[src/common/phc_pkg.sv]
// constants shared by the packet handler control block
package phc_pkg;
  // word indices; byte address is four times the index
  localparam logic [7:0] IDX_CFG = 8'h30;
  localparam logic [7:0] IDX_STAT = 8'h31;
  localparam logic [7:0] IDX_HCTL = 8'h32;
  localparam logic [7:0] IDX_CHK = 8'h40;
  localparam logic [7:0] IDX_TXH = 8'h41;
  localparam logic [7:0] IDX_MISC = 8'h42;
  localparam logic [7:0] IDX_CLR = 8'h43;
  // config fields
  localparam int CFG_RXEN = 7;
  localparam int CFG_LSB = 6;
  localparam int CFG_DONLY = 5;
  localparam int CFG_TXEN = 3;
  localparam int CFG_CRCEN = 2;
  localparam int CFG_POLY = 0;
  // status / clear fields
  localparam int ST_ONES = 6;
  localparam int ST_SRCH = 5;
  localparam int ST_RX = 4;
  localparam int ST_VALID = 3;
  localparam int ST_CRCERR = 2;
  localparam int ST_TX = 1;
  localparam int ST_SENT = 0;
  // header control fields
  localparam int HC_BCEN = 4;
  localparam int HC_HDCH = 0;
  // misc fields
  localparam int MI_MODE = 0;
  localparam int MI_HDLEN = 4;
  localparam int MI_PLEN = 8;
  localparam logic [1:0] MODE_FIFO = 2'h2;
  localparam logic [2:0] HDR_MAX = 3'h4;
  // reset values
  localparam logic [7:0] CFG_RST = 8'h00;
  localparam logic [7:0] HCTL_RST = 8'h00;
  localparam logic [31:0] CHK_RST = 32'h00000000;
  localparam logic [31:0] TXH_RST = 32'h00000000;
  localparam logic [15:0] MISC_RST = 16'h0000;
  // crc, broadcast byte and last bit of a byte
  localparam logic [15:0] POLY_CCITT = 16'h1021;
  localparam logic [15:0] POLY_IBM = 16'h8005;
  localparam logic [15:0] POLY_IEC = 16'h3d65;
  localparam logic [15:0] POLY_BIA = 16'h8bb7;
  localparam logic [15:0] CRC_SEED = 16'h0000;
  localparam logic [15:0] CRC_ONES = 16'hffff;
  localparam logic [3:0] CRC_LAST = 4'hf;
  localparam logic [7:0] BCAST = 8'hff;
  localparam logic [2:0] BIT_LAST = 3'h7;
endpackage

[src/common/phc_hdr_if.sv]
// carrier between the framer and its header byte checker
`timescale 1ns/1ps
`default_nettype none
interface phc_hdr_if;
  logic [7:0] hbyte;
  logic [1:0] idx;
  logic [31:0] chk;
  logic [3:0] hdch;
  logic [3:0] bcen;
  logic pass;
  modport framer (output hbyte, idx, chk, hdch, bcen, input pass);
  modport judge (input hbyte, idx, chk, hdch, bcen, output pass);
endinterface
`default_nettype wire

[src/logic/phc_hdr_check.sv]
// per-byte received header check with broadcast acceptance
`timescale 1ns/1ps
`default_nettype none
module phc_hdr_check #(
  parameter int NBYTES = 4
) (
  phc_hdr_if.judge hif
);
  logic [NBYTES-1:0] ok;
  for (genvar i = 0; i < NBYTES; i++) begin : g_byte
    // an unchecked byte always passes
    assign ok[i] = !hif.hdch[i] ||
      (hif.hbyte == hif.chk[i*8 +: 8]) ||
      (hif.bcen[i] && hif.hbyte == phc_pkg::BCAST);
  end
  assign hif.pass = ok[hif.idx];
endmodule
`default_nettype wire

[src/logic/phc_top.sv]
// packet handler control: registers, framer and deframer
//
// The Wishbone register port was decided locally.
`timescale 1ns/1ps
`default_nettype none
module phc_top #(
  parameter int ADR_W = 12
) (
  input wire logic clk_in,
  input wire logic srst_in,
  input wire logic ce_in,
  input wire logic [ADR_W-1:0] wb_adr_in,
  input wire logic [31:0] wb_dat_in,
  input wire logic [3:0] wb_sel_in,
  input wire logic wb_we_in,
  input wire logic wb_cyc_in,
  input wire logic wb_stb_in,
  output logic [31:0] wb_dat_out,
  output logic wb_ack_out,
  input wire logic rx_en_in,
  input wire logic rx_sync_in,
  input wire logic rx_bit_in,
  input wire logic rx_bit_valid_in,
  output logic [7:0] rx_byte_out,
  output logic rx_byte_valid_out,
  input wire logic tx_start_in,
  input wire logic [7:0] tx_byte_in,
  input wire logic tx_byte_valid_in,
  output logic tx_pop_out,
  input wire logic tx_bit_ready_in,
  output logic tx_bit_out,
  output logic tx_bit_valid_out
);
  typedef enum logic [2:0] {
    S_IDLE, S_RX_RAW, S_RX_HDR, S_RX_DATA, S_RX_CRC,
    S_TX_HDR, S_TX_DATA, S_TX_CRC
  } phc_state_t;

  typedef struct packed {
    phc_state_t st;
    logic [7:0] cfg;
    logic [7:0] hctl;
    logic [31:0] chk;
    logic [31:0] txh;
    logic [15:0] misc;
    logic [7:0] sh;
    logic [2:0] bcnt;
    logic [1:0] idx;
    logic [7:0] dcnt;
    logic [15:0] crc;
    logic [15:0] rcrc;
    logic [3:0] ccnt;
    logic have;
    logic pk;
    logic valid;
    logic crcerr;
    logic sent;
    logic ones;
    logic ack;
    logic [31:0] dat;
    logic [7:0] rxb;
    logic rxv;
    logic txbit;
    logic txv;
    logic pop;
  } phc_regs_t;

  localparam phc_regs_t REGS_RST = '{
    st: S_IDLE, cfg: phc_pkg::CFG_RST, hctl: phc_pkg::HCTL_RST,
    chk: phc_pkg::CHK_RST, txh: phc_pkg::TXH_RST,
    misc: phc_pkg::MISC_RST, crc: phc_pkg::CRC_SEED,
    default: '0
  };

  phc_regs_t s_r;
  phc_regs_t s_nxt;

  phc_hdr_if hif ();
  phc_hdr_check #(.NBYTES(4)) u_chk (.hif(hif));

  function automatic logic [15:0] crc_step(input logic [15:0] c,
                                           input logic b,
                                           input logic [15:0] p);
    crc_step = {c[14:0], 1'b0} ^ (p & {16{c[15] ^ b}});
  endfunction

  function automatic logic [31:0] wmerge(input logic [31:0] o,
                                         input logic [31:0] w,
                                         input logic [3:0] sel);
    logic [31:0] r;
    r = o;
    for (int i = 0; i < 4; i++) begin
      if (sel[i]) begin
        r[i*8 +: 8] = w[i*8 +: 8];
      end
    end
    wmerge = r;
  endfunction

  logic lsb;
  logic donly;
  logic crcen;
  logic pkt_rx;
  logic pkt_tx;
  logic [15:0] poly;
  logic [2:0] hdlen;
  logic [1:0] hdr_last;
  logic [7:0] plen;
  logic [7:0] bnew;
  logic [7:0] shout;
  logic obit;
  logic srch;
  logic rxing;
  logic txing;
  logic [7:0] stat;
  logic [31:0] rdata;
  logic hit;
  logic [7:0] widx;

  assign lsb = s_r.cfg[phc_pkg::CFG_LSB];
  assign donly = s_r.cfg[phc_pkg::CFG_DONLY];
  assign crcen = s_r.cfg[phc_pkg::CFG_CRCEN];
  assign pkt_rx = s_r.misc[phc_pkg::MI_MODE +: 2] == phc_pkg::MODE_FIFO &&
    s_r.cfg[phc_pkg::CFG_RXEN];
  assign pkt_tx = s_r.misc[phc_pkg::MI_MODE +: 2] == phc_pkg::MODE_FIFO &&
    s_r.cfg[phc_pkg::CFG_TXEN];
  // lengths above the largest header are taken as the full header
  assign hdlen = (s_r.misc[phc_pkg::MI_HDLEN +: 3] > phc_pkg::HDR_MAX) ?
    phc_pkg::HDR_MAX : s_r.misc[phc_pkg::MI_HDLEN +: 3];
  assign hdr_last = 2'(phc_pkg::HDR_MAX - hdlen);
  assign plen = s_r.misc[phc_pkg::MI_PLEN +: 8];

  always_comb begin
    case (s_r.cfg[phc_pkg::CFG_POLY +: 2])
      2'h0: poly = phc_pkg::POLY_CCITT;
      2'h1: poly = phc_pkg::POLY_IBM;
      2'h2: poly = phc_pkg::POLY_IEC;
      default: poly = phc_pkg::POLY_BIA;
    endcase
  end

  // shift direction follows the bit-order control on both paths
  assign bnew = lsb ? {rx_bit_in, s_r.sh[7:1]} :
    {s_r.sh[6:0], rx_bit_in};
  assign obit = lsb ? s_r.sh[0] : s_r.sh[7];
  assign shout = lsb ? {1'b0, s_r.sh[7:1]} : {s_r.sh[6:0], 1'b0};

  assign hif.hbyte = bnew;
  assign hif.idx = s_r.idx;
  assign hif.chk = s_r.chk;
  assign hif.hdch = s_r.hctl[phc_pkg::HC_HDCH +: 4];
  assign hif.bcen = s_r.hctl[phc_pkg::HC_BCEN +: 4];

  assign srch = pkt_rx && rx_en_in && s_r.st == S_IDLE;
  assign rxing = s_r.st == S_RX_HDR || s_r.st == S_RX_DATA ||
    s_r.st == S_RX_CRC;
  assign txing = s_r.pk && (s_r.st == S_TX_HDR || s_r.st == S_TX_DATA ||
    s_r.st == S_TX_CRC);
  assign stat = {1'b0, s_r.ones, srch, rxing, s_r.valid, s_r.crcerr,
    txing, s_r.sent};

  // upper address bits and the two low address bits must be zero, anything else reads as zero
  assign hit = wb_adr_in[ADR_W-1:10] == '0 && wb_adr_in[1:0] == 2'h0;
  assign widx = wb_adr_in[9:2];

  always_comb begin
    rdata = '0;
    if (hit) begin
      case (widx)
        phc_pkg::IDX_CFG: rdata[7:0] = s_r.cfg;
        phc_pkg::IDX_STAT: rdata[7:0] = stat;
        phc_pkg::IDX_HCTL: rdata[7:0] = s_r.hctl;
        phc_pkg::IDX_CHK: rdata = s_r.chk;
        phc_pkg::IDX_TXH: rdata = s_r.txh;
        phc_pkg::IDX_MISC: rdata[15:0] = s_r.misc;
        default: rdata = '0;
      endcase
    end
  end

  always_comb begin
    s_nxt = s_r;
    s_nxt.ack = 1'b0;
    s_nxt.rxv = 1'b0;
    s_nxt.txv = 1'b0;
    s_nxt.pop = 1'b0;
    // bus slave; reads carry no side effect on any flag
    if (wb_cyc_in && wb_stb_in && !s_r.ack) begin
      s_nxt.ack = 1'b1;
      s_nxt.dat = rdata;
      if (wb_we_in && hit) begin
        case (widx)
          phc_pkg::IDX_CFG: begin
            if (wb_sel_in[0]) begin
              s_nxt.cfg = wb_dat_in[7:0];
            end
          end
          phc_pkg::IDX_HCTL: begin
            if (wb_sel_in[0]) begin
              s_nxt.hctl = wb_dat_in[7:0];
            end
          end
          phc_pkg::IDX_CHK: s_nxt.chk = wmerge(s_r.chk, wb_dat_in, wb_sel_in);
          phc_pkg::IDX_TXH: s_nxt.txh = wmerge(s_r.txh, wb_dat_in, wb_sel_in);
          phc_pkg::IDX_MISC: begin
            s_nxt.misc = 16'(wmerge({16'h0000, s_r.misc}, wb_dat_in,
              wb_sel_in));
          end
          phc_pkg::IDX_CLR: begin
            // write one to clear; the framer below runs later so a
            // same-cycle set wins
            if (wb_sel_in[0]) begin
              s_nxt.valid = s_r.valid & ~wb_dat_in[phc_pkg::ST_VALID];
              s_nxt.crcerr = s_r.crcerr & ~wb_dat_in[phc_pkg::ST_CRCERR];
              s_nxt.sent = s_r.sent & ~wb_dat_in[phc_pkg::ST_SENT];
              s_nxt.ones = s_r.ones & ~wb_dat_in[phc_pkg::ST_ONES];
            end
          end
          default: ;
        endcase
      end
    end

    case (s_r.st)
      S_IDLE: begin
        s_nxt.bcnt = '0;
        s_nxt.ccnt = '0;
        s_nxt.crc = phc_pkg::CRC_SEED;
        s_nxt.rcrc = '0;
        s_nxt.have = 1'b0;
        s_nxt.idx = 2'h3;
        s_nxt.dcnt = plen;
        if (rx_en_in && rx_sync_in) begin
          if (!pkt_rx) begin
            s_nxt.st = S_RX_RAW;
          end else if (hdlen != 3'h0) begin
            s_nxt.st = S_RX_HDR;
          end else if (plen != 8'h00) begin
            s_nxt.st = S_RX_DATA;
          end else if (crcen) begin
            s_nxt.st = S_RX_CRC;
          end else begin
            s_nxt.valid = 1'b1;
          end
        end else if (tx_start_in && !rx_en_in) begin
          s_nxt.pk = pkt_tx;
          if (!pkt_tx) begin
            s_nxt.st = S_TX_DATA;
          end else if (hdlen != 3'h0) begin
            s_nxt.st = S_TX_HDR;
            s_nxt.sh = s_r.txh[{2'h3, 3'h0} +: 8];
            s_nxt.have = 1'b1;
          end else if (plen != 8'h00) begin
            s_nxt.st = S_TX_DATA;
          end else if (crcen) begin
            s_nxt.st = S_TX_CRC;
          end else begin
            s_nxt.sent = 1'b1;
          end
        end
      end
      S_RX_RAW: begin
        if (!rx_en_in) begin
          s_nxt.st = S_IDLE;
        end else if (rx_bit_valid_in) begin
          s_nxt.sh = bnew;
          s_nxt.bcnt = s_r.bcnt + 3'h1;
          if (s_r.bcnt == phc_pkg::BIT_LAST) begin
            s_nxt.rxb = bnew;
            s_nxt.rxv = 1'b1;
          end
        end
      end
      S_RX_HDR: begin
        if (!rx_en_in) begin
          s_nxt.st = S_IDLE;
        end else if (rx_bit_valid_in) begin
          s_nxt.sh = bnew;
          s_nxt.bcnt = s_r.bcnt + 3'h1;
          if (!donly) begin
            s_nxt.crc = crc_step(s_r.crc, rx_bit_in, poly);
          end
          if (s_r.bcnt == phc_pkg::BIT_LAST) begin
            if (!hif.pass) begin
              s_nxt.st = S_IDLE;
            end else if (s_r.idx != hdr_last) begin
              s_nxt.idx = s_r.idx - 2'h1;
            end else if (plen != 8'h00) begin
              s_nxt.st = S_RX_DATA;
            end else if (crcen) begin
              s_nxt.st = S_RX_CRC;
            end else begin
              s_nxt.valid = 1'b1;
              s_nxt.st = S_IDLE;
            end
          end
        end
      end
      S_RX_DATA: begin
        if (!rx_en_in) begin
          s_nxt.st = S_IDLE;
        end else if (rx_bit_valid_in) begin
          s_nxt.sh = bnew;
          s_nxt.bcnt = s_r.bcnt + 3'h1;
          s_nxt.crc = crc_step(s_r.crc, rx_bit_in, poly);
          if (s_r.bcnt == phc_pkg::BIT_LAST) begin
            s_nxt.rxb = bnew;
            s_nxt.rxv = 1'b1;
            s_nxt.dcnt = s_r.dcnt - 8'h01;
            if (s_r.dcnt == 8'h01) begin
              if (crcen) begin
                s_nxt.st = S_RX_CRC;
              end else begin
                s_nxt.valid = 1'b1;
                s_nxt.st = S_IDLE;
              end
            end
          end
        end
      end
      S_RX_CRC: begin
        // crc field always arrives most significant bit first
        if (!rx_en_in) begin
          s_nxt.st = S_IDLE;
        end else if (rx_bit_valid_in) begin
          s_nxt.rcrc = {s_r.rcrc[14:0], rx_bit_in};
          s_nxt.ccnt = s_r.ccnt + 4'h1;
          if (s_r.ccnt == phc_pkg::CRC_LAST) begin
            s_nxt.st = S_IDLE;
            s_nxt.ones = {s_r.rcrc[14:0], rx_bit_in} ==
              phc_pkg::CRC_ONES;
            if ({s_r.rcrc[14:0], rx_bit_in} == s_r.crc) begin
              s_nxt.valid = 1'b1;
            end else begin
              s_nxt.crcerr = 1'b1;
            end
          end
        end
      end
      S_TX_HDR: begin
        if (tx_bit_ready_in) begin
          s_nxt.txbit = obit;
          s_nxt.txv = 1'b1;
          s_nxt.sh = shout;
          s_nxt.bcnt = s_r.bcnt + 3'h1;
          if (!donly) begin
            s_nxt.crc = crc_step(s_r.crc, obit, poly);
          end
          if (s_r.bcnt == phc_pkg::BIT_LAST) begin
            if (s_r.idx != hdr_last) begin
              s_nxt.idx = s_r.idx - 2'h1;
              s_nxt.sh = s_r.txh[{s_r.idx - 2'h1, 3'h0} +: 8];
            end else begin
              s_nxt.have = 1'b0;
              if (plen != 8'h00) begin
                s_nxt.st = S_TX_DATA;
              end else if (crcen) begin
                s_nxt.st = S_TX_CRC;
              end else begin
                s_nxt.sent = 1'b1;
                s_nxt.st = S_IDLE;
              end
            end
          end
        end
      end
      S_TX_DATA: begin
        // a packet stalls on an empty fifo; raw mode ends there
        if (!s_r.have) begin
          if (tx_byte_valid_in) begin
            s_nxt.sh = tx_byte_in;
            s_nxt.have = 1'b1;
            s_nxt.pop = 1'b1;
          end else if (!s_r.pk) begin
            s_nxt.st = S_IDLE;
            s_nxt.sent = 1'b1;
          end
        end else if (tx_bit_ready_in) begin
          s_nxt.txbit = obit;
          s_nxt.txv = 1'b1;
          s_nxt.sh = shout;
          s_nxt.bcnt = s_r.bcnt + 3'h1;
          s_nxt.crc = crc_step(s_r.crc, obit, poly);
          if (s_r.bcnt == phc_pkg::BIT_LAST) begin
            s_nxt.have = 1'b0;
            if (s_r.pk) begin
              s_nxt.dcnt = s_r.dcnt - 8'h01;
              if (s_r.dcnt == 8'h01) begin
                if (crcen) begin
                  s_nxt.st = S_TX_CRC;
                end else begin
                  s_nxt.sent = 1'b1;
                  s_nxt.st = S_IDLE;
                end
              end
            end
          end
        end
      end
      S_TX_CRC: begin
        if (tx_bit_ready_in) begin
          s_nxt.txbit = s_r.crc[15];
          s_nxt.txv = 1'b1;
          s_nxt.crc = {s_r.crc[14:0], 1'b0};
          s_nxt.ccnt = s_r.ccnt + 4'h1;
          if (s_r.ccnt == phc_pkg::CRC_LAST) begin
            s_nxt.sent = 1'b1;
            s_nxt.st = S_IDLE;
          end
        end
      end
      default: s_nxt.st = S_IDLE;
    endcase
  end

  always_ff @(posedge clk_in) begin
    if (srst_in) begin
      s_r <= REGS_RST;
    end else if (ce_in) begin
      s_r <= s_nxt;
    end
  end

  assign wb_dat_out = s_r.dat;
  assign wb_ack_out = s_r.ack;
  assign rx_byte_out = s_r.rxb;
  assign rx_byte_valid_out = s_r.rxv;
  assign tx_pop_out = s_r.pop;
  assign tx_bit_out = s_r.txbit;
  assign tx_bit_valid_out = s_r.txv;
endmodule
`default_nettype wire

[config.mk]
export PLATFORM = sky130hd
export DESIGN_NAME = phc_top
export DESIGN_NICKNAME = d
export VERILOG_FILES = /design/src/common/phc_pkg.sv /design/src/common/phc_hdr_if.sv /design/src/logic/phc_hdr_check.sv /design/src/logic/phc_top.sv
export SDC_FILE = /design/constraint.sdc
export NUM_CORES = 1
export LEC_CHECK = 0
export ABC_AREA = 1
export ABC_CLOCK_PERIOD_IN_PS = 2000
export BUFFER_PORTS_ARGS = -buffer_cell sky130_fd_sc_hd__buf_4
export CORE_UTILIZATION = 35
export CTS_CLUSTER_DIAMETER = 40
export DETAILED_ROUTE_END_ITERATION = 10
export REMOVE_ABC_BUFFERS = 1
export SYNTH_ARGS = -nofsm -noshare
export SYNTH_HDL_FRONTEND = slang
export SYNTH_SLANG_ARGS = --single-unit
[constraint.sdc]
create_clock -name clk_in -period 2 [get_ports clk_in]
set_input_delay 0.4 -clock clk_in [delete_from_list [all_inputs] [get_ports clk_in]]
set_output_delay 0.4 -clock clk_in [all_outputs]
set_load 0.05 [all_outputs]
# Yosys cells after proc, flatten, opt, wreduce, memory -nomap -nowiden

Cells that the tools add are included.

$add $sub $neg: 5
Order comparisons: 2
Equal/unequal tests: 71
Shifts and indexed selects: 1
Multiplexer cells: 161
Bitwise logic cells: 15
Reductions and logical operators: 73

Operators by type and width:

| kind                                                             | number |
|---|---|
| 3-bit 2-to-1 mux                                                 | 40 |
| 8-bit 2-to-1 mux                                                 | 13 |
| 16-bit 2-to-1 mux                                                | 6 |
| 24-bit 2-to-1 mux                                                | 4 |
| 16-bit case mux with 6 select lines                              | 1 |
| 5-bit AND reduction                                              | 15 |
| 1-bit 2-to-1 mux                                                 | 56 |
| 11-bit case mux with 5 select lines                              | 1 |
| 16-bit case mux with 3 select lines                              | 1 |
| 8-bit case mux with 3 select lines                               | 2 |
| 8-bit case mux with 6 select lines                               | 1 |
| 13-bit 2-to-1 mux                                                | 3 |
| 19-bit 2-to-1 mux                                                | 2 |
| 37-bit 2-to-1 mux                                                | 1 |
| 2-bit != test (second input constant)                            | 18 |
| 11-bit 2-to-1 mux                                                | 3 |
| 16-bit AND                                                       | 2 |
| 8-bit by 7-bit == test with 1-bit output (second input constant) | 4 |
| 8-bit == test                                                    | 4 |
| 32-bit 2-to-1 mux                                                | 1 |
| 16-bit case mux with 2 select lines                              | 1 |
| 32-bit by 6-bit indexed part select with 8-bit output            | 1 |
| 16-bit XOR                                                       | 2 |
| 15-bit case mux with 2 select lines                              | 1 |
| 55 further kinds                                                 | 145 |

Register bits after elaboration: 206
Bits of input ports: 69

# Logic depth before layout (Yosys ltp)

Gate-level depths: netlist (run 1).

Depth in word-level cells: 15
Mapped depth: 20
Depth with buffers taken out: 18

# By module

A second synthesis (run 1) with hierarchy kept.

Cells, all modules: 1,741
Area total of the unflattened synthesis: 11,454.7 um^2

By module, submodules not included:

| module        | instances | cells each | area each (um^2) | seq. area each (um^2) |
|---|---|---|---|---|
| phc_top       | 1         | 1,609      | 10,746.6         | 4,124.0 |
| phc_hdr_check | 1         | 132        | 708.2            | 0.0 |

# Worst setup path before layout (run 1)

Ideal clock, no wire load.

Path kind: reg2reg
Start point: register s_r, in the netlist wb_ack_out
End point: register s_r, in the netlist hif.chk[14]
Arrival time: 1,844 ps
Setup slack: 37 ps
Cell stages (with the launch flop): 10
Clock period less this slack: 1,963 ps
Cell sequence: dfxtp_1 nor2_2 inv_1 nor2_1 nand3_1 or2_2 clkbuf_1 buf_2 o21ai_0 a21oi_1

Word-level cells in the longest chain between the ends: 3

RTL lines:

| element                              | RTL line       | RTL |
|---|---|---|
| start, declared                      | phc_top.sv:75  | `phc_regs_t s_r;` |
| start signal, assigned               | phc_top.sv:420 | `s_r <= s_nxt;` |
| 1-bit zero test                      | phc_top.sv:188 | `if (wb_cyc_in && wb_stb_in && !s_r.ack) begin` |
| 1-bit logical AND                    | phc_top.sv:188 |  |
| 5-bit AND reduction (no source line) | n/a            |  |

Every way passes these cells.
A chain may end at the register's enable or synchronous reset.

# Final worst setup path (run 1)

Start point: register s_r, in the netlist lsb
End point: register s_r[48] (netlist bit)

Word-level cells in the longest chain between the ends: 11
Elaborated cells on any way between the ends: 25
Classes of those cells: eq/ne (5); mux (8); reduce/logical (12)

RTL lines:

| element                                               | RTL line                                 | RTL |
|---|---|---|
| 8-bit 2-to-1 mux (*)                                  | phc_top.sv:143                           | `assign bnew = lsb ? {rx_bit_in, s_r.sh[7:1]} :` |
| 8-bit == test, on equally long branches               | phc_hdr_check.sv:13, phc_hdr_check.sv:14 |  |
| 1-bit logical OR or 1-bit logical AND (tied branches) | phc_hdr_check.sv:12, phc_hdr_check.sv:14 |  |
| 1-bit logical OR                                      | phc_hdr_check.sv:13                      | `(hif.hbyte == hif.chk[i*8 +: 8]) \|\|` |
| 1-bit binary-select mux with 2-bit select (*)         | phc_hdr_check.sv:16                      | `assign hif.pass = ok[hif.idx];` |
| 1-bit 2-to-1 mux (not written as such) (*)            | phc_hdr_check.sv:16                      |  |
| 1-bit 2-to-1 mux (*)                                  | phc_top.sv:284                           | `if (!hif.pass) begin` |
| 1-bit 2-to-1 mux (*)                                  | phc_top.sv:283                           | `if (s_r.bcnt == phc_pkg::BIT_LAST) begin` |
| 1-bit 2-to-1 mux (*)                                  | phc_top.sv:277                           | `end else if (rx_bit_valid_in) begin` |
| 1-bit 2-to-1 mux (*)                                  | phc_top.sv:275                           | `if (!rx_en_in) begin` |
| 1-bit case mux with 4 select lines (*)                | phc_top.sv:224                           | `case (s_r.st)` |

Every way passes the cells marked *; elsewhere a longest branch is shown, timed or not. The select of a mux whose other input is x is not followed.

==> results of run 1 <==
-- worst register-to-register path, cell delays in order, from the launching register on --
cell and delay, ps:
dfxtp_2 340, buf_6 120, clkinv_8 80, nand2_4 90
nand2_4 90, buf_4 180, nand2_1 60, nand3_1 70
nor2_1 130, nand2_1 130, nand2_1 100, nand3_2 110
nand2_4 110, buf_6 100, nand2_2 40, nand2_2 60
nand2_2 70, nand3_2 70, nand2_1 50, inv_1 40
-- layout by cell type (no fill, tap or decap), drive strengths merged, types with 4 or more instances in the layout --
master     n
o21ai    137
ha         6
bufinv     7
xnor2      5
nand4     16
inv      197
a31oi      7
nor2     147
o2111ai    9
clkbuf    49
a211oi    27
nand2    381
nor3      27
o31ai      5
dfxtp    206
nand3     78
a21oi    197
nor4       4
buf      296
o22ai     35
o221ai    12
xor2      14
o211ai    18
clkinv     8
-- stage by stage --
stage | util, % | hold WS (ps) | area (sq um) | TNS [ps] | power (uW)
6_report | 48.1 | 156 | 15200 | -678 | 15500
5_1_grt | 48.1 | 155 | 15200 | -2520 | 16200
4_1_cts | 47.2 | 135 | 14900 | -222 | 15300
3_5_place_dp | 42.3 | 458 | 13400 | -11240 | 8510
3_3_place_gp | 42.3 | 454 | 13400 | -6870 | 8500
2_1_floorplan | - | 432 | 10600 | -7290 | 6860
-- registers in the layout, indices dropped and copies added (netlist names) --
| register | cells |
|---|---|
| wb_ack_out | 1 |
| rx_byte_out | 8 |
| hif.bcen | 4 |
| donly | 1 |
| crcen | 1 |
| wb_dat_out | 32 |
| hif.chk | 32 |
| hif.hdch | 4 |
| lsb | 1 |
| tx_pop_out | 1 |
| rx_byte_valid_out | 1 |
| hif.idx | 2 |
| tx_bit_valid_out | 1 |
| plen | 8 |
| tx_bit_out | 1 |
| s_r | 108 |
-- power by group --
part / total, uW / internal, uW / switching, uW
clock: 6630 / 4530 / 2110
sequential: 4540 / 4320 / 216
combinational: 4310 / 1640 / 2670
-- synth_stat cells (all sizes together) --
cell / count
nand2: 381
dfxtp: 206
a21oi: 197
inv: 195
nor2: 147
o21ai: 137
nand3: 78
buf: 64
clkbuf: 43
o22ai: 35
a211oi: 27
nor3: 27
o211ai: 18
nand4: 16
xor2: 14
o221ai: 12
o2111ai: 9
a31oi: 7
ha: 6
o31ai: 5
xnor2: 5
nor4: 4
or2: 3
a221oi: 2
a32oi: 2
clkinv: 2
nor3b: 2
o311ai: 2
a2111oi: 1
a21o: 1
a22o: 1
and2: 1
o211a: 1
o21a: 1
o32ai: 1
o41ai: 1
-- final timing paths --
check                 startpoint        endpoint  slack (ps)  cells after the start
setup / recovery             lsb         s_r[48]        -100                     19
hold / removal     wb_dat_in[15]        s_r[139]         160                      3
setup reg to reg             lsb         s_r[48]        -100                     19
hold reg to reg   wb_dat_out[14]  wb_dat_out[14]         460                      2
-- final cells by class --
type	count	area share, %
clock buffer	49	6.79
clock inverter	16	1.79
inverter	197	4.99
multi-input combinational	1144	40.3
sequential	206	27.1
tap	402	3.30
timing repair buffer	296	15.7
-- logic make-up (layout without fill, tap and decap cells) --
kind of cell               Yosys count  after routing  synth area share [%]
AOI/OAI and AO/OA                  460            460                  23.3
xor gates and xnor gates            19             19                  1.48
adders and majority gates            6              6                 0.666
buffers and inverters              304            558                  12.2
DFF                                206            206                  36.6
and+or+nand+nor                    659            659                  25.8
-- routing by layer --
layer  share of wire [%]  GRT usage [%]  up-vias
met1                  46           32.5     5580
li1                    -              -     5980
met2                  44           38.0      407
met4                 3.5           9.93        2
met5               0.022              0        -
met3                 6.4           4.75       88
-- timing repair --
action / in CTS / in global routing
hold buffers: 0 / 0
pin swaps: 20 / 30
buffers inserted: 9 / 7
endpoints found under the setup margin: 28 / 55
gates resized for setup: 45 / 68
==> out/qor.csv, run 1 <==
metric,value,unit
clk_latency,520,ps
cp_max_fo,7,
multi_input_area,6130,sq um
yosys_warnings,0,
worst_ep_required_time,2450,ps
seq_area,4130,sq um
arrival,2560,ps
io_pins,114,
grt_pass1_vias,11280,
dr.first_iter.drc_count,1073,
status,finished with violations,
worstSetupStartpointType,flop,
fin_ws,-102,ps
numPortBuffers,113,
yosysSeqAreaShare,36.6,%
core-area,31600,sq um
setup.worst_path.end_class,flop,
dieArea,32900,sq um
period_share,105,%
post_drt_wl_per_cell,17.5,um
max_cap_viol_count,0,
die_h,181,um
violations,setup timing,
drc,0,
worst-path-buf-inv,5,
hold_viol,0,
tightest_slew,570,ps
overflow,0,
p_leak,0.00623,uW
htreeDepth,2,
die_w,181,um
synth_cells,1654,
std_cell_rows,65,
setup_viol,12,
fmax,476,MHz
relSlewSlack,61.7,%
via_per_inst,5.22,
drt-pass1-iter-count,6,
routabilityCongestion,0.986,
synthTopCellsByArea,"dfxtp_1 37%, nand2_1 12%, a21oi_1 8.7%",
cp_cell_sequence,buf_6 > clkinv_8 > nand2_4 > nand2_4 > buf_4 > nand2_1 > nand3_1 > nor2_1 > nand2_1 > nand2_1 > nand3_2 > nand2_4 > buf_6 > nand2_2 > nand2_2 > nand2_2 > nand3_2 > nand2_1 > inv_1,
cp_common_cell,nand2_1,
clkSlewWorstSetupHoldPaths,50,ps
synth_top_area_share,36.6,%
worstHoldPathType,in2reg,
num_vias,12057,
layout_min_cycle_time,2100,ps
ant_nets,0,
grt.total_usage,24.2,%
initial_core_util,35.6,%
netlist_area,11300,sq um
drt-total-wl,40500,um
cts_buffers,37,
cts_tree,yes,
cts_buffer_depth,3,
critPathTopFamily,simple AND/OR/NAND/NOR gates,
diodes,0,
instances_no_fill,2310,
fill_cells,3156,
post_synth_num_cell_types,55,
rsz0062_at_grt,yes,
antenna_found_initial,1,
max_stage_delay,340,ps
slowest_stage,dfxtp_2,
nNetsFinal,1957,
drive_gt1_share,25.4,%
dp_hpwl,30700,um
syn_to_final_growth,35.1,%
skew,19.5,ps
ys_ff_latch,206,
cts_sinks,206,
synth_top_cell_by_area,dfxtp_1,
grt_start_max_net_pins,102,
dp.cells,2230,
cts-root-buf,clkbuf_16,
grt_pass1_wl,62400,um
critical_path_class,reg2reg,
vdd_drop_max,0.559,mV
powerDensity,1020,nW/um^2
place_ws,-265,ps
drv_slew,0,
syn_avg_cell_area,6.81,sq um
(Power assumes the default switching activity.)
==> run 2, diff against run 1 <==
Settings changed: ABC_AREA 1 to unset.
==> out/qor.csv, run 2 <==
metric,value,unit,change
cts_sinks,206,,unchanged
tightest_slew,562,ps,-7.58 ps
diodes,0,,unchanged
htreeDepth,2,,unchanged
slowest_stage,dfxtp_4,,
synth_top_cell_by_area,dfxtp_1,,
synth_cells,1358,,-18%
fin_ws,-497,ps,-395 ps
die_h,180,um,-0.64%
timing.rr.end,s_r[204],,
layout.cells.most_common,buf_4,,
cts-root-buf,clkbuf_16,,
drt-total-wl,38700,um,-4.5%
largest_reg_flops,108,,unchanged
synth_edf_count,0,,unchanged
finalInstanceArea,15600,sq um,+2.4%
hold_path_depth,3,,unchanged
vdd_drop_max,0.622,mV,+11%
largest-register,s_r,,
async_flop_share,0,%,unchanged
synth_compound_area_share,17.8,%,-5.5 points
antenna_found_initial,0,,-1
core-area,30900,sq um,-2.3%
relSlewSlack,62.1,%,+0.43 points
ys_ff_latch,206,,unchanged
r2r-start,lsb,,
synth_top_family_by_area,simple AND/OR/NAND/NOR gates,,
status,finished with violations,,
layout_common_cells,"346 x buf_4, 200 x dfxtp_1, 193 x nor2_1",,
hold_viol,0,,unchanged
cts_buffers,36,,-2.7%
numPortBuffers,113,,unchanged
worst-path-buf-inv,4,,-1
synthSimpleGateAreaFrac,21.6,%,-4.2 points
synthTopCellsByCount,"206 x dfxtp_1, 195 x nor2_1, 136 x nand2_1",,
grt_pass1_vias,10938,,-3.0%
total_power,15200,uW,-1.7%
worst_hold_path.endpoint,hif.chk[16],,
period_share,125,%,+20 points
cp_max_fo,5,,-2
dieArea,32500,sq um,-1.3%
whs,128,ps,-28.1 ps
arrival,2920,ps,+360 ps
clk_latency,520,ps,about the same
syn_to_final_growth,40.2,%,
r2r_slack,-500,ps,-400 ps
cts_buffer_depth,3,,unchanged
die_w,180,um,-0.64%
setup.worst_path.end_class,flop,,
std_cell_rows,64,,-1.5%
post_synth_num_cell_types,74,,+35%
critPathTopFamily,simple AND/OR/NAND/NOR gates,,
fill_cells,2920,,-7.5%
nNetsFinal,1714,,-12%
synthTopCellsByArea,"dfxtp_1 37%, mux2i_1 9.2%, nor2_1 6.6%",,
yosysSeqAreaShare,37.1,%,+0.48 points
ant_nets,0,,unchanged
dpl_cell_area,13900,sq um,+4.1%
skew,13.4,ps,-6.09 ps
worst_ep_required_time,2420,ps,-30 ps
post_drt_wl_per_cell,18.8,um,+7.0%
initial_core_util,36.0,%,+0.36 points
yosys_warnings,0,,unchanged
synth_top_area_share,37.1,%,+0.48 points
fmax,400,MHz,-16%
overflow,0,,unchanged
drv_slew,0,,unchanged
synth-main-ff-cell,dfxtp_1,,
met1_usage,32.1,%,-0.44 points
setup_viol,39,,+27
max_stage_delay,390,ps,+50 ps
drt-pass1-iter-count,7,,+1
cp_cell_sequence,buf_12 > mux2i_2 > buf_4 > buf_12 > xnor2_1 > nor4_2 > a21oi_1 > nor3b_2 > buf_4 > o211ai_1 > and2_4 > a211oi_2,,
rsz0062_at_grt,yes,,
grtUsageMet2,38.0,%,+0.062 points
clkSlewWorstSetupHoldPaths,50,ps,about the same
grt_util_met3,3.50,%,-1.3 points
top_usage_layer,met2,,
io_pins,114,,unchanged
netlist_area,11100,sq um,-1.3%
reg2reg_depth,12,,-7
synth.most_common_cell,dfxtp_1,,
cts_hold_buf,0,,unchanged
violations,setup timing,,
grt.total_usage,23.6,%,-0.67 points
hp-start,wb_dat_in[16],,
worstSetupStartpointType,flop,,
drive_gt1_share,31.0,%,+5.6 points
worstHoldPathType,in2reg,,
synthMuxAreaShare,11.6,%,+12 points
syn_avg_cell_area,8.19,sq um,+20%
synth_adder_area_share,0.675,%,+0.0088 points
grt_start_max_net_pins,54,,-47%
grt_pass1_wl,61200,um,-1.8%
critical_path_class,reg2reg,,
layout_min_cycle_time,2500,ps,+395 ps
via_per_inst,5.42,,+3.9%
p_leak,0.00598,uW,-4.0%
dr.first_iter.drc_count,972,,-9.4%
cts_tree,yes,,
dp_hpwl,29000,um,-5.5%
num_vias,11178,,-7.3%
drc,0,,unchanged
routabilityCongestion,0.966,,-2.0%
powerDensity,975,nW/um^2,-4.1%
synth_xor_area_share,4.96,%,+3.5 points
max_cap_viol_count,0,,unchanged
run 2: cell count changes in the layout (fill, tap and decap cells not counted), moves of 14 or more:
cell	change
o21ai_0	-101
nand2_2	-29
a21oi_1	-69
nand2_1	-195
nor2_1	+72
buf_4	+69
a22oi_1	+48
xnor2_1	+30
inv_1	-165
o22ai_1	-28
mux2i_1	+101
xor2_1	+14
inv_2	-19
run 2: what timing repair did:
action	4_1_cts	5_1_grt
endpoints found under the setup margin	42	119
pin swaps	15	12
resized for setup	46	25
setup buffers	5	5
gates cloned	0	1
run 2: how the worst max path moves through the flow:
stage	slack (ps)	to	cells after the start	start
final	-500	s_r[204]	12	lsb
after global routing	-640	s_r[206]	9	lsb
after CTS	-450	s_r[206]	9	lsb
after detailed placement	-700	s_r[206]	10	lsb
after global placement	-610	s_r[48]	10	lsb
after floorplan	-2060	s_r[124]	5	wb_adr_in[7]
run 2: logic make-up (layout without fill, tap and decap cells):
logic type | after synthesis | count (layout)
xor+xnor | 63 | 63
flops | 206 | 206
fa+ha+maj | 6 | 6
compound gates | 307 | 307
buf+inv | 138 | 446
mux | 117 | 117
simple gates | 521 | 521
run 2: power breakdown:
part	internal [uW]	switching, uW
combinational	2000	2290
clock	4280	2240
sequential	4230	163
run 2: worst register-to-register path: stages (launching register included):
cell and delay (ps):
dfxtp_4 390, buf_12 130, mux2i_2 210, buf_4 170
buf_12 110, xnor2_1 70, nor4_2 300, a21oi_1 130
nor3b_2 160, buf_4 170, o211ai_1 180, and2_4 210
a211oi_2 170
run 2: layout make-up:
| type | count | area (sq um) | area share [%] |
|---|---|---|---|
| Inverter | 9 | 33.8 | 0.217 |
| Clock inverter | 22 | 307 | 1.97 |
| Tap cell | 396 | 495 | 3.18 |
| Multi-Input combinational cell | 1014 | 6570 | 42.2 |
| Sequential cell | 206 | 4130 | 26.5 |
| Timing Repair Buffer | 372 | 3080 | 19.7 |
| Clock buffer | 43 | 968 | 6.21 |
run 2: stage by stage:
step	std cells	TNS [ps]	setup WS, ps	utilization [%]
after floorplan	1229	-126470	-2060	-
after global placement	1987	-46140	-609	45.0
after detailed placement	1987	-46260	-701	45.0
after CTS	2056	-6410	-451	49.9
after global routing	2062	-13440	-642	50.4
final	2062	-7780	-497	50.4
run 2: per-layer routing:
metal / vias to the layer above / part of all wire (%)
li1: 5391 / -
met1: 5328 / 45
met2: 395 / 46
met3: 64 / 6.3
met4: 0 / 2.9
met5: - / 0
